File: src/pkg/lfib_cfg.svh
// constants of the fault, interrupt and backlight register block
// assumes a 100 MHz clock
`ifndef LFIB_CFG_SVH
`define LFIB_CFG_SVH
`define LFIB_ADDR_FLT     8'h02
`define LFIB_ADDR_IEN     8'h03
`define LFIB_ADDR_CFG     8'h04
`define LFIB_ADDR_SEL     8'h05
`define LFIB_ADDR_OFF     8'h06
`define LFIB_BIT_SHORT   4
`define LFIB_BIT_THERM   3
`define LFIB_BIT_OVP     2
`define LFIB_MASK_FLT     8'h1c
`define LFIB_MASK_CFG     8'h07
`define LFIB_MASK_7B      8'h7f
`define LFIB_RST_BYTE     8'h00
`define LFIB_RST_SEC      7'h00
`define LFIB_SEC_ONE      7'h01
`define LFIB_BIT_FADE_OVERRIDE    0
`define LFIB_LAW_HI      2
`define LFIB_LAW_LO      1
`define LFIB_CLK_NS      10
`define LFIB_SEC_NS      1000000000
`define LFIB_REL_NS      50000
`define LFIB_SEC_CYC     (`LFIB_SEC_NS / `LFIB_CLK_NS)
`define LFIB_REL_CYC     (`LFIB_REL_NS / `LFIB_CLK_NS)
`endif

File: src/pkg/lfib_pkg.sv
// types of the fault, interrupt and backlight register block
// assumes nothing beyond the cfg header
package lfib_pkg;
  typedef enum logic [1:0] {BL_IDLE, BL_FULL, BL_DIM, BL_DONE} lfib_bl_e;
  typedef logic [7:0] lfib_byte_t;
endpackage

File: src/rtl/lfib_regs.sv
// fault flags, interrupt, backlight config, sink grouping and off timeout
// assumes a serial slave front end giving decoded byte reads and writes
// Operation
// - short detector sets flag bit 4
// - thermal detector sets flag bit 3
// - overvoltage detector sets flag bit 2
// - flag held until host writes one
// - writing zero or reading keeps flags
// - enabled set flag raises host interrupt
// - disabled flag still latches, no interrupt
// - bits 2:1 select transfer law
// - bit 0 enables fade override
// - selector bit one makes sink independent
// - backlight turns off after off timeout
// - off count follows expired dim timeout
// - zero disables, N means N seconds
// - int config releases output 50 us
// - group sinks need enable and active
// - dim count starts at maximum current
`timescale 1ns/1ps
`default_nettype none
`include "lfib_cfg.svh"
module lfib_regs #(
  parameter int unsigned SEC_CYCLES = `LFIB_SEC_CYC,
  parameter int unsigned REL_CYCLES = `LFIB_REL_CYC
)(
  // clock and reset
  input  wire logic       CLK_IN,
  input  wire logic       NRST_IN,
  // register access
  input  wire logic       WR_EN_IN,
  input  wire logic       RD_EN_IN,
  input  wire logic [7:0] ADDR_IN,
  input  wire logic [7:0] WDATA_IN,
  output logic      [7:0] RDATA_OUT,
  // fault detectors
  input  wire logic       SHORT_DET_IN,
  input  wire logic       THERM_DET_IN,
  input  wire logic       OVP_DET_IN,
  // mode inputs
  input  wire logic       BL_ON_IN,
  input  wire logic       ACTIVE_NOT_STANDBY_IN,
  input  wire logic       INT_CFG_IN,
  input  wire logic [6:0] DIM_DELAY_IN,
  input  wire logic       BL_AT_MAX_IN,
  // outputs
  output logic            IRQ_OUT,
  output logic            BL_LIT_OUT,
  output logic            BL_DIM_OUT,
  output logic      [6:0] GROUP_SINK_ON_OUT,
  output logic      [6:0] INDEP_SINK_OUT,
  output logic      [1:0] LAW_OUT,
  output logic            FADE_OVR_OUT
);
  function automatic logic hit(input logic wr, input logic [7:0] a, input logic [7:0] off);
    return wr && (a == off);
  endfunction

  lfib_pkg::lfib_byte_t flt_r, ien_r, cfg_r, sel_r, off_r;
  lfib_pkg::lfib_byte_t flt_nxt, ien_nxt, cfg_nxt, sel_nxt, off_nxt, rd_nxt;
  lfib_pkg::lfib_byte_t det;
  lfib_pkg::lfib_bl_e   st_r, st_nxt;
  logic [6:0] sec_r, sec_nxt, lim;
  logic       rel_r, rel_nxt, irq_nxt, clr_evt, sec_tick, rel_tick, en, lit_nxt;

  // fault latches and register writes
  always_comb begin
    det = `LFIB_RST_BYTE;
    det[`LFIB_BIT_SHORT] = SHORT_DET_IN;
    det[`LFIB_BIT_THERM] = THERM_DET_IN;
    det[`LFIB_BIT_OVP]   = OVP_DET_IN;
    flt_nxt = flt_r;
    if (hit(WR_EN_IN, ADDR_IN, `LFIB_ADDR_FLT)) begin
      flt_nxt = flt_r & ~(WDATA_IN & `LFIB_MASK_FLT);
    end
    flt_nxt = flt_nxt | det;
    ien_nxt = hit(WR_EN_IN, ADDR_IN, `LFIB_ADDR_IEN) ? (WDATA_IN & `LFIB_MASK_FLT) : ien_r;
    cfg_nxt = hit(WR_EN_IN, ADDR_IN, `LFIB_ADDR_CFG) ? (WDATA_IN & `LFIB_MASK_CFG) : cfg_r;
    sel_nxt = hit(WR_EN_IN, ADDR_IN, `LFIB_ADDR_SEL) ? (WDATA_IN & `LFIB_MASK_7B) : sel_r;
    off_nxt = hit(WR_EN_IN, ADDR_IN, `LFIB_ADDR_OFF) ? (WDATA_IN & `LFIB_MASK_7B) : off_r;
    rd_nxt = RDATA_OUT;
    if (RD_EN_IN) begin
      case (ADDR_IN)
        `LFIB_ADDR_FLT: rd_nxt = flt_r;
        `LFIB_ADDR_IEN: rd_nxt = ien_r;
        `LFIB_ADDR_CFG: rd_nxt = cfg_r;
        `LFIB_ADDR_SEL: rd_nxt = sel_r;
        `LFIB_ADDR_OFF: rd_nxt = off_r;
        default:        rd_nxt = `LFIB_RST_BYTE;
      endcase
    end
  end

  // interrupt output with release window
  always_comb begin
    clr_evt = hit(WR_EN_IN, ADDR_IN, `LFIB_ADDR_FLT) &&
              ((WDATA_IN & flt_r & `LFIB_MASK_FLT) != `LFIB_RST_BYTE);
    rel_nxt = rel_r;
    if (rel_r && rel_tick) begin
      rel_nxt = 1'b0;
    end
    if (clr_evt && INT_CFG_IN && ((flt_nxt & ien_nxt) != `LFIB_RST_BYTE)) begin
      rel_nxt = 1'b1;
    end
    irq_nxt = ((flt_nxt & ien_nxt) != `LFIB_RST_BYTE) && !rel_nxt;
  end

  lfib_tick #(.DIV(REL_CYCLES)) u_rel_tick (
    .clk_in   (CLK_IN),
    .nrst_in  (NRST_IN),
    .clr_in   (clr_evt),
    .run_in   (rel_r),
    .tick_out (rel_tick)
  );

  // backlight timeout sequencer
  always_comb begin
    en      = BL_ON_IN && ACTIVE_NOT_STANDBY_IN;
    st_nxt  = st_r;
    sec_nxt = sec_r;
    lim     = `LFIB_RST_SEC;
    case (st_r)
      lfib_pkg::BL_IDLE: begin
        sec_nxt = `LFIB_RST_SEC;
        if (en) begin
          st_nxt = lfib_pkg::BL_FULL;
        end
      end
      lfib_pkg::BL_FULL: begin
        lim = (DIM_DELAY_IN != `LFIB_RST_SEC) ? DIM_DELAY_IN : off_r[6:0];
        if (lim != `LFIB_RST_SEC && BL_AT_MAX_IN && sec_tick) begin
          sec_nxt = sec_r + `LFIB_SEC_ONE;
          if (sec_nxt == lim) begin
            sec_nxt = `LFIB_RST_SEC;
            st_nxt  = (DIM_DELAY_IN != `LFIB_RST_SEC) ? lfib_pkg::BL_DIM : lfib_pkg::BL_DONE;
          end
        end
      end
      lfib_pkg::BL_DIM: begin
        lim = off_r[6:0];
        if (lim != `LFIB_RST_SEC && sec_tick) begin
          sec_nxt = sec_r + `LFIB_SEC_ONE;
          if (sec_nxt == lim) begin
            sec_nxt = `LFIB_RST_SEC;
            st_nxt  = lfib_pkg::BL_DONE;
          end
        end
      end
      lfib_pkg::BL_DONE: sec_nxt = `LFIB_RST_SEC;
      default: st_nxt = lfib_pkg::BL_IDLE;
    endcase
    if (!en) begin
      st_nxt = lfib_pkg::BL_IDLE;
    end
    lit_nxt = (st_nxt == lfib_pkg::BL_FULL) || (st_nxt == lfib_pkg::BL_DIM);
  end

  lfib_tick #(.DIV(SEC_CYCLES)) u_sec_tick (
    .clk_in   (CLK_IN),
    .nrst_in  (NRST_IN),
    .clr_in   (st_nxt != st_r),
    .run_in   ((st_r == lfib_pkg::BL_FULL && BL_AT_MAX_IN) || st_r == lfib_pkg::BL_DIM),
    .tick_out (sec_tick)
  );

  always_ff @(posedge CLK_IN or negedge NRST_IN) begin
    if (!NRST_IN) begin
      flt_r             <= `LFIB_RST_BYTE;
      ien_r             <= `LFIB_RST_BYTE;
      cfg_r             <= `LFIB_RST_BYTE;
      sel_r             <= `LFIB_RST_BYTE;
      off_r             <= `LFIB_RST_BYTE;
      RDATA_OUT         <= `LFIB_RST_BYTE;
      rel_r             <= 1'b0;
      IRQ_OUT           <= 1'b0;
      st_r              <= lfib_pkg::BL_IDLE;
      sec_r             <= `LFIB_RST_SEC;
      BL_LIT_OUT        <= 1'b0;
      BL_DIM_OUT        <= 1'b0;
      GROUP_SINK_ON_OUT <= `LFIB_RST_SEC;
    end else begin
      flt_r             <= flt_nxt;
      ien_r             <= ien_nxt;
      cfg_r             <= cfg_nxt;
      sel_r             <= sel_nxt;
      off_r             <= off_nxt;
      RDATA_OUT         <= rd_nxt;
      rel_r             <= rel_nxt;
      IRQ_OUT           <= irq_nxt;
      st_r              <= st_nxt;
      sec_r             <= sec_nxt;
      BL_LIT_OUT        <= lit_nxt;
      BL_DIM_OUT        <= (st_nxt == lfib_pkg::BL_DIM);
      GROUP_SINK_ON_OUT <= {7{lit_nxt}} & ~sel_nxt[6:0];
    end
  end

  assign INDEP_SINK_OUT = sel_r[6:0];
  assign LAW_OUT        = cfg_r[`LFIB_LAW_HI:`LFIB_LAW_LO];
  assign FADE_OVR_OUT   = cfg_r[`LFIB_BIT_FADE_OVERRIDE];
endmodule
`default_nettype wire

File: src/rtl/lfib_tick.sv
// cycle divider giving a one-cycle tick every DIV cycles
// assumes one clock; clear restarts the count
`timescale 1ns/1ps
`default_nettype none
module lfib_tick #(
  parameter int unsigned DIV = 2
)(
  // clock and reset
  input  wire logic clk_in,
  input  wire logic nrst_in,
  // control
  input  wire logic clr_in,
  input  wire logic run_in,
  // tick
  output logic      tick_out
);
  logic [31:0] cnt_r;
  logic [31:0] cnt_nxt;
  logic        tick_nxt;

  always_comb begin
    cnt_nxt  = cnt_r;
    tick_nxt = 1'b0;
    if (clr_in) begin
      cnt_nxt = 32'h0;
    end else if (run_in) begin
      if (cnt_r == 32'(DIV - 1)) begin
        cnt_nxt  = 32'h0;
        tick_nxt = 1'b1;
      end else begin
        cnt_nxt = cnt_r + 32'h1;
      end
    end
  end

  always_ff @(posedge clk_in or negedge nrst_in) begin
    if (!nrst_in) begin
      cnt_r    <= 32'h0;
      tick_out <= 1'b0;
    end else begin
      cnt_r    <= cnt_nxt;
      tick_out <= tick_nxt;
    end
  end
endmodule
`default_nettype wire

File: config.mk
export PLATFORM = sky130hd
export DESIGN_NAME = lfib_regs
export DESIGN_NICKNAME = d
export VERILOG_FILES = /design/src/pkg/lfib_pkg.sv /design/src/rtl/lfib_regs.sv /design/src/rtl/lfib_tick.sv
export VERILOG_INCLUDE_DIRS = /design/src /design/src/pkg
export SDC_FILE = /design/constraint.sdc
export NUM_CORES = 1
export LEC_CHECK = 0
export ABC_CLOCK_PERIOD_IN_PS = 3600
export BUFFER_PORTS_ARGS = -buffer_cell sky130_fd_sc_hd__buf_2
export CAP_MARGIN = 20
export CORE_MARGIN = 2
export CORE_UTILIZATION = 60
export CTS_CLUSTER_DIAMETER = 150
export DETAILED_ROUTE_END_ITERATION = 7
export GPL_TIMING_DRIVEN = 0
export PLACE_DENSITY = 0.9
export SLEW_MARGIN = 20
export SYNTH_ARGS = -nofsm -noshare
export SYNTH_HDL_FRONTEND = slang
export SYNTH_SLANG_ARGS = --single-unit
export TNS_END_PERCENT = 100
File: constraint.sdc
create_clock -name CLK_IN -period 3.6 [get_ports CLK_IN]
set_input_delay 0.54 -clock CLK_IN [delete_from_list [all_inputs] [get_ports CLK_IN]]
set_output_delay 0.54 -clock CLK_IN [all_outputs]
set_load 0.01 [all_outputs]
==> flow_summary.toml, run 1 <==
[worst_setup_path]
cp_data_required_time_ns = 4.06
path_class = "reg -> reg"
timing.critical_path.fanout_max = 8
crit_path_end_kind = "register"
critical_path_source_type = "register"
critical_path_arrival_ns = 3.89

[cts]
clock_tree.root_cell = "sky130_fd_sc_hd__clkbuf_8"
cts-root-to-sink-buffers = 2
ctsHtreeMaxLevel = 4
numCtsBuffers = 17
clk_latency_ns = 0.54
tritoncts_num_sinks = 116
cts.reportedPaths.clkPinSlew_ns = 0.06
tritoncts_clock_tree = "done"
cts_setup_buffers = 0

[synth]
synthesis.instances = 697
postSynth.asyncResetShare = 1.00
synth_area_per_cell_um2 = 9.18
synth.largest_area_cell = "sky130_fd_sc_hd__dfrtp_1"
synth.area.top_cells = "sky130_fd_sc_hd__dfrtp_1 (45%), sky130_fd_sc_hd__a31oi_1 (5.7%), sky130_fd_sc_hd__nand3_1 (4.0%), sky130_fd_sc_hd__mux2_2 (3.9%), sky130_fd_sc_hd__nand2_1 (3.2%)"
syn_area_mm2 = 0.00640
synth_warnings = 0
synth_seq_cells = 116
synthesis.nets = 735
post-synth-top-area-fraction = 0.454
synth_edf_count = 0
dominantRegCellSynth = "sky130_fd_sc_hd__dfrtp_1"
synth_seq_area_share = 0.454
yosysUniqueCellTypes = 64

[cells_and_area]
finish.utilization = 0.720
ff_latch_area_mm2 = 0.00290
drive_above_1_share = 0.168
mostFrequentLayoutCells = "sky130_fd_sc_hd__dfrtp_1 (115), sky130_fd_sc_hd__buf_2 (60), sky130_fd_sc_hd__a31oi_1 (58)"
nets = 812
most_common_cell_after_layout_fill_and_taps_aside = "sky130_fd_sc_hd__dfrtp_1"
area_used_by_multi_input_combinational_logic_mm2 = 0.00325
signed_area_change_from_the_synthesized_netlist_to_the_final_layout_pct = 16.2
diodes = 0
n_fill_cell = 682

[sta]
timing.hold.ws_ns = 0.238
worst_slew_pin_slew_ns = 1.01
skew_ns = 0.00686
report.final.setup_viol = 0
max_slew_margin = 0.321
period_share = 0.952
maxSlewViolCount = 0
final-hold-violation-count = 0
layout_min_cycle_time_ns = 3.43
fmax_ghz = 0.292
setup_slack_ns = 0.172

[pwr]
p_leak_nw = 3.28
irDropWorstVdd_uv = 383
power_density_over_cell_area_mw_per_mm2 = 425
finalPower_mw = 3.16

[floorplan]
dieWidth_um = 107
number_of_rows_created_at_floorplan = 37
initial_core_util = 0.620
area_of_the_placeable_core_mm2 = 0.0103
die-area_mm2 = 0.0115
die_height_um = 107
io-pin-count = 62

[place]
gp_congestion = 0.947
pre_cts_slack_ns = 0.0660
placement.io_buffers = 57
dp_hpwl_um = 11400

[job]
max_cap_viol_count = 0

[run_status]
outcome = "complete, no violations"

[global_routing]
grt_overflow = 0
via_count_of_the_first_global_routing_pass = 6112
grt_antenna_before_repair = 0
grt_util_all_layers = 0.325
first_pass_grt_wire_length_um = 29800
largest_net_degree_at_the_start_of_global_routing = 88

[routing]
avgViaCountPerCell = 6.76
via_count = 6242
route.antenna.remaining_nets = 0
detailed_route_iter0_violations = 614
drt-wirelength-per-cell_um = 19.3
drc_errors = 0
drt_wl_total_um = 17800
detail_route.first_pass.iterations = 5

[worst_hold_path]
hold_path_class = "in -> reg"
## path summary, 6_finish.rpt
| check | from | end | slack (ns) | depth (start not counted) |
|---|---|---|---|---|
| max in group asynchronous | NRST_IN | u_rel_tick.cnt_r[5] | 2.45 | 3 |
| min | THERM_DET_IN | flt_r[3] | 0.24 | 2 |
| min reg2reg | u_rel_tick.tick_out | rel_r | 0.49 | 1 |
| min in group asynchronous | NRST_IN | sec_r[2] | 0.45 | 2 |
| max | sec_r[0] | GROUP_SINK_ON_OUT[5] | 0.17 | 11 |
| max reg2reg | sec_r[0] | GROUP_SINK_ON_OUT[5] | 0.17 | 11 |
## cell usage after synthesis, drive strengths merged, types with 3 or more instances
master,n
buf,9
nor3,19
o31ai,4
xor2,11
nor4,15
inv,29
ha,4
mux2,22
o22ai,10
nand4,13
or3,5
a21o,7
nand3,51
nor2b,4
a21oi,20
and4,4
a211oi,6
and3,27
a22oi,6
xnor2,15
clkbuf,24
o211ai,7
a31oi,58
nand2,55
o21ai,44
or2,3
dfrtp,116
and2,10
nor2,48
nor3b,5
mux2i,3
nand2b,3
a41oi,5
nand3b,3
## final cells by class
cell class                      instances  share of cell area
Sequential cell                       116               0.391
Clock buffer                           17              0.0557
Timing Repair Buffer                   59              0.0443
Clock inverter                         15              0.0163
Multi-Input combinational cell        519               0.437
Buffer                                 32              0.0189
Tap cell                              136              0.0229
Inverter                               29              0.0146
## kinds of logic (layout without fill, tap and decap cells)
kind of cell | Yosys count | count (layout) | share of synthesized area
other | 1 | 1 | 0.000586
adders and majority gates | 4 | 4 | 0.00783
muxes | 25 | 25 | 0.0434
xor gates and xnor gates | 28 | 28 | 0.0426
buffers and inverters | 62 | 152 | 0.0395
DFF | 116 | 116 | 0.454
AOI/OAI and AO/OA | 189 | 189 | 0.190
and+or+nand+nor | 272 | 272 | 0.222
## through the flow
step	cell area [um2]	setup TNS [ns]	instances
2_1_floorplan	6400	0	697
3_3_place_gp	6850	0	890
3_5_place_dp	6890	0	891
4_1_cts	7430	0	923
5_1_grt	7430	-0.000626	923
6_report	7430	0	923
## worst max-delay path, stage by stage, from the launching register on
cell and delay, ns:
sky130_fd_sc_hd__dfrtp_2 0.45, sky130_fd_sc_hd__ha_1 0.28, sky130_fd_sc_hd__and3_1 0.21, sky130_fd_sc_hd__nand3_1 0.20
sky130_fd_sc_hd__xnor3_1 0.39, sky130_fd_sc_hd__or4b_4 0.57, sky130_fd_sc_hd__nor3_4 0.28, sky130_fd_sc_hd__and2_1 0.19
sky130_fd_sc_hd__a21oi_1 0.07, sky130_fd_sc_hd__nor2_1 0.14, sky130_fd_sc_hd__ha_1 0.39, sky130_fd_sc_hd__nor2_1 0.18
## metal layers
layer	track usage	share of wire
met5	0	0
met4	0.135	0.032
met3	0.0545	0.073
met2	0.548	0.50
met1	0.415	0.39
## state kept, by name, summed over array words and instances, names as in the netlist, 2 cells and up
name	count
u_rel_tick.cnt_r	32
cfg_r	3
flt_r	3
st_r	2
RDATA_OUT	7
u_sec_tick.cnt_r	32
GROUP_SINK_ON_OUT	7
off_r	7
ien_r	3
sel_r	7
sec_r	7
## power breakdown
group | internal (mW) | switching, mW | leakage [nW]
Sequential | 1.34 | 0.0449 | 1.51
Combinational | 0.0910 | 0.150 | 1.50
Clock | 0.860 | 0.670 | 0.261
## timing repair
item                                   in CTS  in global routing
endpoints found under the hold margin      29                  0
pin swaps                                   0                  0
hold buffers                                1                  0
setup endpoints to repair                   7                 12
gates resized for setup                     0                  1
Note: power is estimated with default switching activity, not from simulation.
==> run 2, diff against run 1 <==
Settings changed: ABC_AREA set to 1, PLACE_DENSITY 0.9 to 0.89.
==> run 2 against run 1 <==
Effect of this change: clock power about the same; register-to-register slack better by 0.74 ns; count of clock-buffer cells in the layout unchanged; die area up 10%; critical path depth up 3; critical endpoint unchanged; highest routed layer unchanged.
==> flow_summary.toml, run 2 <==
[job]
max_cap_viol_count = 0

[cts]
cts_setup_buffers = 0
tritoncts_clock_tree = "done"
cts-root-to-sink-buffers = 2
clock_tree.root_cell = "sky130_fd_sc_hd__clkbuf_16"
cts.reportedPaths.clkPinSlew_ns = 0.06
ctsHtreeMaxLevel = 4
ctsResizeCount = 0
numCtsBuffers = 17
clk_latency_ns = 0.43
cts.hold.buffers_added = 0
tritoncts_num_sinks = 116

[synth]
syn_area_mm2 = 0.00706
synth_seq_cells = 116
synth.largest_area_cell = "sky130_fd_sc_hd__dfrtp_1"
synthesis.instances = 963
synth_area_per_cell_um2 = 7.34
synthesis.nets = 1001
synth_most_common_cell = "sky130_fd_sc_hd__nand2_1"
post_synth_xor_area_fraction = 0.0471
post-synth-top-area-fraction = 0.411
synth.top_cells.by_count = "sky130_fd_sc_hd__nand2_1 (234), sky130_fd_sc_hd__dfrtp_1 (116), sky130_fd_sc_hd__nor2_1 (113)"
synth_seq_area_share = 0.411
synth_warnings = 0
synth_top_family_by_area = "simple AND/OR/NAND/NOR gates"
dominantRegCellSynth = "sky130_fd_sc_hd__dfrtp_1"
synth_edf_count = 0
yosys-mux-area-fraction = 0
yosysUniqueCellTypes = 44
synth.area.top_cells = "sky130_fd_sc_hd__dfrtp_1 (41%), sky130_fd_sc_hd__nand2_1 (12%), sky130_fd_sc_hd__nand4_1 (7.8%), sky130_fd_sc_hd__nor2_1 (6.0%), sky130_fd_sc_hd__inv_1 (6.0%)"
postSynth.asyncResetShare = 1.00
synthSimpleGateAreaFrac = 0.366
synthAdderAreaFrac = 0.00708
compound_gate_fraction_of_synth_area = 0.0760

[routing]
avgViaCountPerCell = 5.90
via_count = 7068
drt_wl_total_um = 18600
detailed_route_iter0_violations = 787
drc_errors = 0
detail_route.first_pass.iterations = 6
drt-wirelength-per-cell_um = 15.6
route.antenna.remaining_nets = 0

[cells_and_area]
post_route_cell_area_mm2 = 0.00810
nets = 1080
drive_above_1_share = 0.132
reg.largest.list = "u_rel_tick.cnt_r (32), u_sec_tick.cnt_r (32)"
n_fill_cell = 889
most_common_cell_after_layout_fill_and_taps_aside = "sky130_fd_sc_hd__nand2_1"
area_used_by_multi_input_combinational_logic_mm2 = 0.00351
ff_latch_area_mm2 = 0.00290
finish.utilization = 0.707
signed_area_change_from_the_synthesized_netlist_to_the_final_layout_pct = 14.7
mostFrequentLayoutCells = "sky130_fd_sc_hd__nand2_1 (234), sky130_fd_sc_hd__dfrtp_1 (116), sky130_fd_sc_hd__nor2_1 (113)"
diodes = 0

[sta]
fmax_ghz = 0.373
maxSlewViolCount = 0
worst_slew_pin_slew_ns = 0.775
setup_slack_ns = 0.917
layout_min_cycle_time_ns = 2.68
report.final.setup_viol = 0
final-hold-violation-count = 0
setup-tns-final_ns = 0
period_share = 0.745
skew_ns = 0.0102
max_slew_margin = 0.478
rsz0062_at_grt = "false"

[worst_setup_path]
critical_path_source_type = "register"
worst_path_max_delay_cell = "sky130_fd_sc_hd__dfrtp_1"
timing.critical_path.max_delay_family = "simple AND/OR/NAND/NOR gates"
cp_num_buf_inv = 2
timing.critical_path.fanout_max = 8
path_class = "reg -> reg"
crit_path_cell_trace = "ha_1, nand2_2, nor2_4, inv_1, nand2_2, xor2_1, nand2_1, nor2_1, nand2_1, a21oi_2, nand2_2, ha_1, clkbuf_1, nor2_1"
crit_path_end_kind = "register"
crit_path_frequent_cell = "sky130_fd_sc_hd__nand2_2"
cp_data_required_time_ns = 3.89
critical_path_arrival_ns = 2.97
timing.critical_path.slowest_cell_delay_ns = 0.44

[place]
placement.io_buffers = 59
dp_hpwl_um = 13100
gp_congestion = 0.959
pre_cts_slack_ns = 0.959
placement.cell_area_mm2 = 0.00757

[floorplan]
number_of_rows_created_at_floorplan = 39
io-pin-count = 62
die-area_mm2 = 0.0127
die_height_um = 113
area_of_the_placeable_core_mm2 = 0.0115
dieWidth_um = 113
initial_core_util = 0.616

[pwr]
p_leak_nw = 3.93
power_density_over_cell_area_mw_per_mm2 = 382
irDropWorstVdd_uv = 402

[global_routing]
largest_net_degree_at_the_start_of_global_routing = 77
grt_antenna_before_repair = 0
first_pass_grt_wire_length_um = 31500
grt_util_all_layers = 0.307
grt_overflow = 0
via_count_of_the_first_global_routing_pass = 6679

[worst_hold_path]
hold_path_class = "in -> async"

[run_status]
outcome = "complete, no violations"
run 2: logic make-up (layout without fill, tap and decap cells):
group | count (synthesis) | in the layout
AND/OR/NAND/NOR | 558 | 558
buffers and inverters | 149 | 240
flip-flops | 116 | 116
AO/OA/AOI/OAI | 97 | 97
XOR/XNOR | 38 | 38
adder cells (fa/ha/maj) | 4 | 4
other | 1 | 1
run 2: metrics by stage:
stage,instances,hold slack [ns],power [mW]
3_5_place_dp,1166,0.465,1.58
5_1_grt,1197,0.0440,3.20
6_report,1197,0.0182,3.09
2_1_floorplan,963,0.244,1.49
3_3_place_gp,1165,0.467,1.57
4_1_cts,1197,0.0231,3.10
run 2: report_power, final:
group,internal (mW),switching [mW]
registers,1.33,0.0225
logic,0.0755,0.140
clock network,0.879,0.648
run 2: worst paths after layout:
path / start / endpoint / slack [ns] / cells after the start
setup / recovery: sec_r[0] / GROUP_SINK_ON_OUT[5] / 0.92 / 14
hold / removal: NRST_IN / RDATA_OUT[4] / 0.02 / 1
setup reg to reg: sec_r[0] / GROUP_SINK_ON_OUT[5] / 0.92 / 14
hold reg to reg: RDATA_OUT[1] / RDATA_OUT[1] / 0.50 / 2
max in group asynchronous: NRST_IN / u_sec_tick.cnt_r[2] / 2.87 / 2
min in group CLK_IN: SHORT_DET_IN / flt_r[4] / 0.32 / 3
run 2: cell type report:
| type | count | share of cell area |
|---|---|---|
| clock inverters | 14 | 0.0130 |
| clock buffers | 17 | 0.0525 |
| well taps | 143 | 0.0221 |
| multi-input cells | 698 | 0.433 |
| flip-flops and latches | 116 | 0.358 |
| repair buffers | 60 | 0.0406 |
| plain buffers | 32 | 0.0259 |
| inverters | 117 | 0.0542 |
run 2: layer usage:
metal / GRT usage / vias up / share of wire
met3: 0.0621 / 45 / 0.072
met4: 0.121 / 0 / 0.021
li1: - / 3380 / -
met1: 0.415 / 3303 / 0.43
met5: 0 / - / 0
met2: 0.490 / 340 / 0.48
==> run 3, diff against run 2 <==
Settings changed: ABC_CLOCK_PERIOD_IN_PS 3600 to 2400, CORE_UTILIZATION 60 to 55, PLACE_DENSITY 0.89 to 0.86.
Clock period 3.6 ns to 2.4 ns, I/O delays scaled along.
==> run 3 against run 2 <==
Effect of this change: the flow now finishes with violations (negative setup slack); critical path type unchanged; utilization shrank 3.4 points; non-clock buffer count increased by 12; worst setup slack lost 0.96 ns; highest routed layer unchanged.
==> flow_summary.toml, run 3 (same netlist as run 2, synthesis figures left out) <==
[run_status]
outcome = "finished, violations left"
failed_checks = "negative setup slack"

[sta]
final-hold-violation-count = 0
setup_slack_ns = -0.0386
layout_min_cycle_time_ns = 2.44
max_slew_margin = 0.490
skew_ns = 0.00872
timing.hold.ws_ns = 0.150
worst_slew_pin_slew_ns = 0.758
rsz0062_at_grt = "true"
maxSlewViolCount = 0
report.final.setup_viol = 22
period_share = 1.02
fmax_ghz = 0.410

[worst_setup_path]
timing.critical_path.fanout_max = 6
worst_setup_path_endpoint = "u_sec_tick.cnt_r[2]"
crit_path_cell_trace = "buf_6, ha_4, nand2_4, nor2_4, nand2_1, nand2_1, nand2_2, nand2_1, o21ai_0, nor2_1, nand2_1, a21oi_2, nand2_2, nand2_2, nand2_4, buf_8, clkbuf_16, nand4_1, nand2_1"
cp-startpoint = "sec_r[1]"
cp_num_buf_inv = 3
regToRegSetupSlack_ns = -0.04
crit_path_frequent_cell = "sky130_fd_sc_hd__nand2_1"
timing.critical_path.depth = 19
worstReg2RegEnd = "u_sec_tick.cnt_r[2]"
critical_path_source_type = "register"
crit_path_end_kind = "register"
critical_path_arrival_ns = 2.74
r2r_start = "sec_r[1]"
worst_path_max_delay_cell = "sky130_fd_sc_hd__dfrtp_1"
cp_data_required_time_ns = 2.71
path_class = "reg -> reg"
ff2ff_path_depth = 19
timing.critical_path.slowest_cell_delay_ns = 0.37
timing.critical_path.max_delay_family = "simple AND/OR/NAND/NOR gates"

[place]
pre_cts_slack_ns = -0.221
gp_congestion = 0.953
placement.io_buffers = 59
dp_hpwl_um = 13100

[routing]
drt_wl_total_um = 19400
avgViaCountPerCell = 5.77
route.antenna.remaining_nets = 0
via_count = 7144
drc_errors = 0
drt-wirelength-per-cell_um = 15.7
detailed_route_iter0_violations = 596
detail_route.first_pass.iterations = 6

[cells_and_area]
nets = 1092
signed_area_change_from_the_synthesized_netlist_to_the_final_layout_pct = 19.6
reg.largest.list = "u_rel_tick.cnt_r (32), u_sec_tick.cnt_r (32)"
diodes = 0
most_common_cell_after_layout_fill_and_taps_aside = "sky130_fd_sc_hd__nand2_1"
finish.utilization = 0.672
drive_above_1_share = 0.156
mostFrequentLayoutCells = "sky130_fd_sc_hd__nand2_1 (229), sky130_fd_sc_hd__dfrtp_1 (115), sky130_fd_sc_hd__nor2_1 (112)"

[global_routing]
grt_antenna_before_repair = 0
grt_overflow = 0
first_pass_grt_wire_length_um = 32000
grt_util_all_layers = 0.283
via_count_of_the_first_global_routing_pass = 6799
largest_net_degree_at_the_start_of_global_routing = 62

[cts]
clock_tree.root_cell = "sky130_fd_sc_hd__clkbuf_16"
numCtsBuffers = 17
tritoncts_num_sinks = 116
clk_latency_ns = 0.42
cts.reportedPaths.clkPinSlew_ns = 0.06
ctsHtreeMaxLevel = 4
cts-root-to-sink-buffers = 2
tritoncts_clock_tree = "done"

[floorplan]
number_of_rows_created_at_floorplan = 41
io-pin-count = 62
initial_core_util = 0.562
die_height_um = 117
die-area_mm2 = 0.0138
dieWidth_um = 117
area_of_the_placeable_core_mm2 = 0.0126

[worst_hold_path]
hold_path_class = "in -> reg"

[pwr]
power_density_over_cell_area_mw_per_mm2 = 590
irDropWorstVdd_uv = 548
p_leak_nw = 4.09

[job]
max_cap_viol_count = 0
[run 3: changes by cell type in the layout (fill, tap and decap cells not counted), sizes merged]
cell,before,now
clkinvlp,2,3
buf,81,90
clkinv,9,2
clkbuf,28,31
bufinv,0,2
inv,120,124
dlygate4sd3,0,1
[run 3: routing by layer]
metal  global-route usage  vias to the layer above  wire length, um
li1                     -                     3407                -
met1                0.353                     3370             7930
met2                0.488                      325             9740
met3               0.0613                       42             1350
met4               0.0956                        0              378
met5                    0                        -                0
[run 3: worst register-to-register path, stage by stage (launching register included)]
cell,delay (ns)
sky130_fd_sc_hd__dfrtp_1,0.37
sky130_fd_sc_hd__buf_6,0.11
sky130_fd_sc_hd__ha_4,0.15
sky130_fd_sc_hd__nand2_4,0.06
sky130_fd_sc_hd__nor2_4,0.13
sky130_fd_sc_hd__nand2_1,0.07
sky130_fd_sc_hd__nand2_1,0.08
sky130_fd_sc_hd__nand2_2,0.08
sky130_fd_sc_hd__nand2_1,0.06
sky130_fd_sc_hd__o21ai_0,0.07
sky130_fd_sc_hd__nor2_1,0.14
sky130_fd_sc_hd__nand2_1,0.11
sky130_fd_sc_hd__a21oi_2,0.19
sky130_fd_sc_hd__nand2_2,0.10
sky130_fd_sc_hd__nand2_2,0.10
sky130_fd_sc_hd__nand2_4,0.07
sky130_fd_sc_hd__buf_8,0.16
sky130_fd_sc_hd__clkbuf_16,0.15
sky130_fd_sc_hd__nand4_1,0.08
sky130_fd_sc_hd__nand2_1,0.07
[run 3: how the worst min path moves through the flow]
stage	startpoint	end	slack [ns]	depth (start not counted)
6_report	SHORT_DET_IN	flt_r[4]	0.15	3
5_1_grt	SHORT_DET_IN	flt_r[4]	0.16	3
4_1_cts	SHORT_DET_IN	flt_r[4]	0.14	3
3_5_place_dp	NRST_IN	u_rel_tick.tick_out	0.36	1
3_3_place_gp	RDATA_OUT[5]	RDATA_OUT[5]	0.46	2
2_1_floorplan	NRST_IN	BL_DIM_OUT	0.06	0
[run 3: final cells by class]
class | instances | area [um2]
clock inverters | 14 | 166
clock buffers | 18 | 429
multi-input cells | 698 | 3600
fillers | 1009 | 4120
inverters | 117 | 439
flip-flops and latches | 116 | 2900
plain buffers | 31 | 228
repair buffers | 73 | 468
well taps | 172 | 215
[run 3: repair_timing]
action                     4_1_cts  5_1_grt
setup buffers                    3        7
hold buffers                     1        0
gates resized for setup          6       31
pin swaps                        2       12
hold endpoints to repair        55        0
setup endpoints to repair       44       58
gates cloned                     0        2
[run 3: per-stage QoR]
step	power (mW)	std cells	cell area [um2]	TNS, ns
5_1_grt	5.15	1239	8450	-6.11
3_3_place_gp	2.37	1194	7570	-44.48
4_1_cts	4.98	1230	8260	0
2_1_floorplan	2.23	963	7060	0
6_report	4.98	1239	8450	-0.310
3_5_place_dp	2.38	1195	7610	-3.81
[run 3: report_power, final]
part / internal [mW] / leakage, nW / switching [mW]
registers: 1.99 / 1.58 / 0.0352
logic: 0.137 / 2.23 / 0.224
clock network: 1.56 / 0.283 / 1.03
total: 3.69 / 4.09 / 1.29
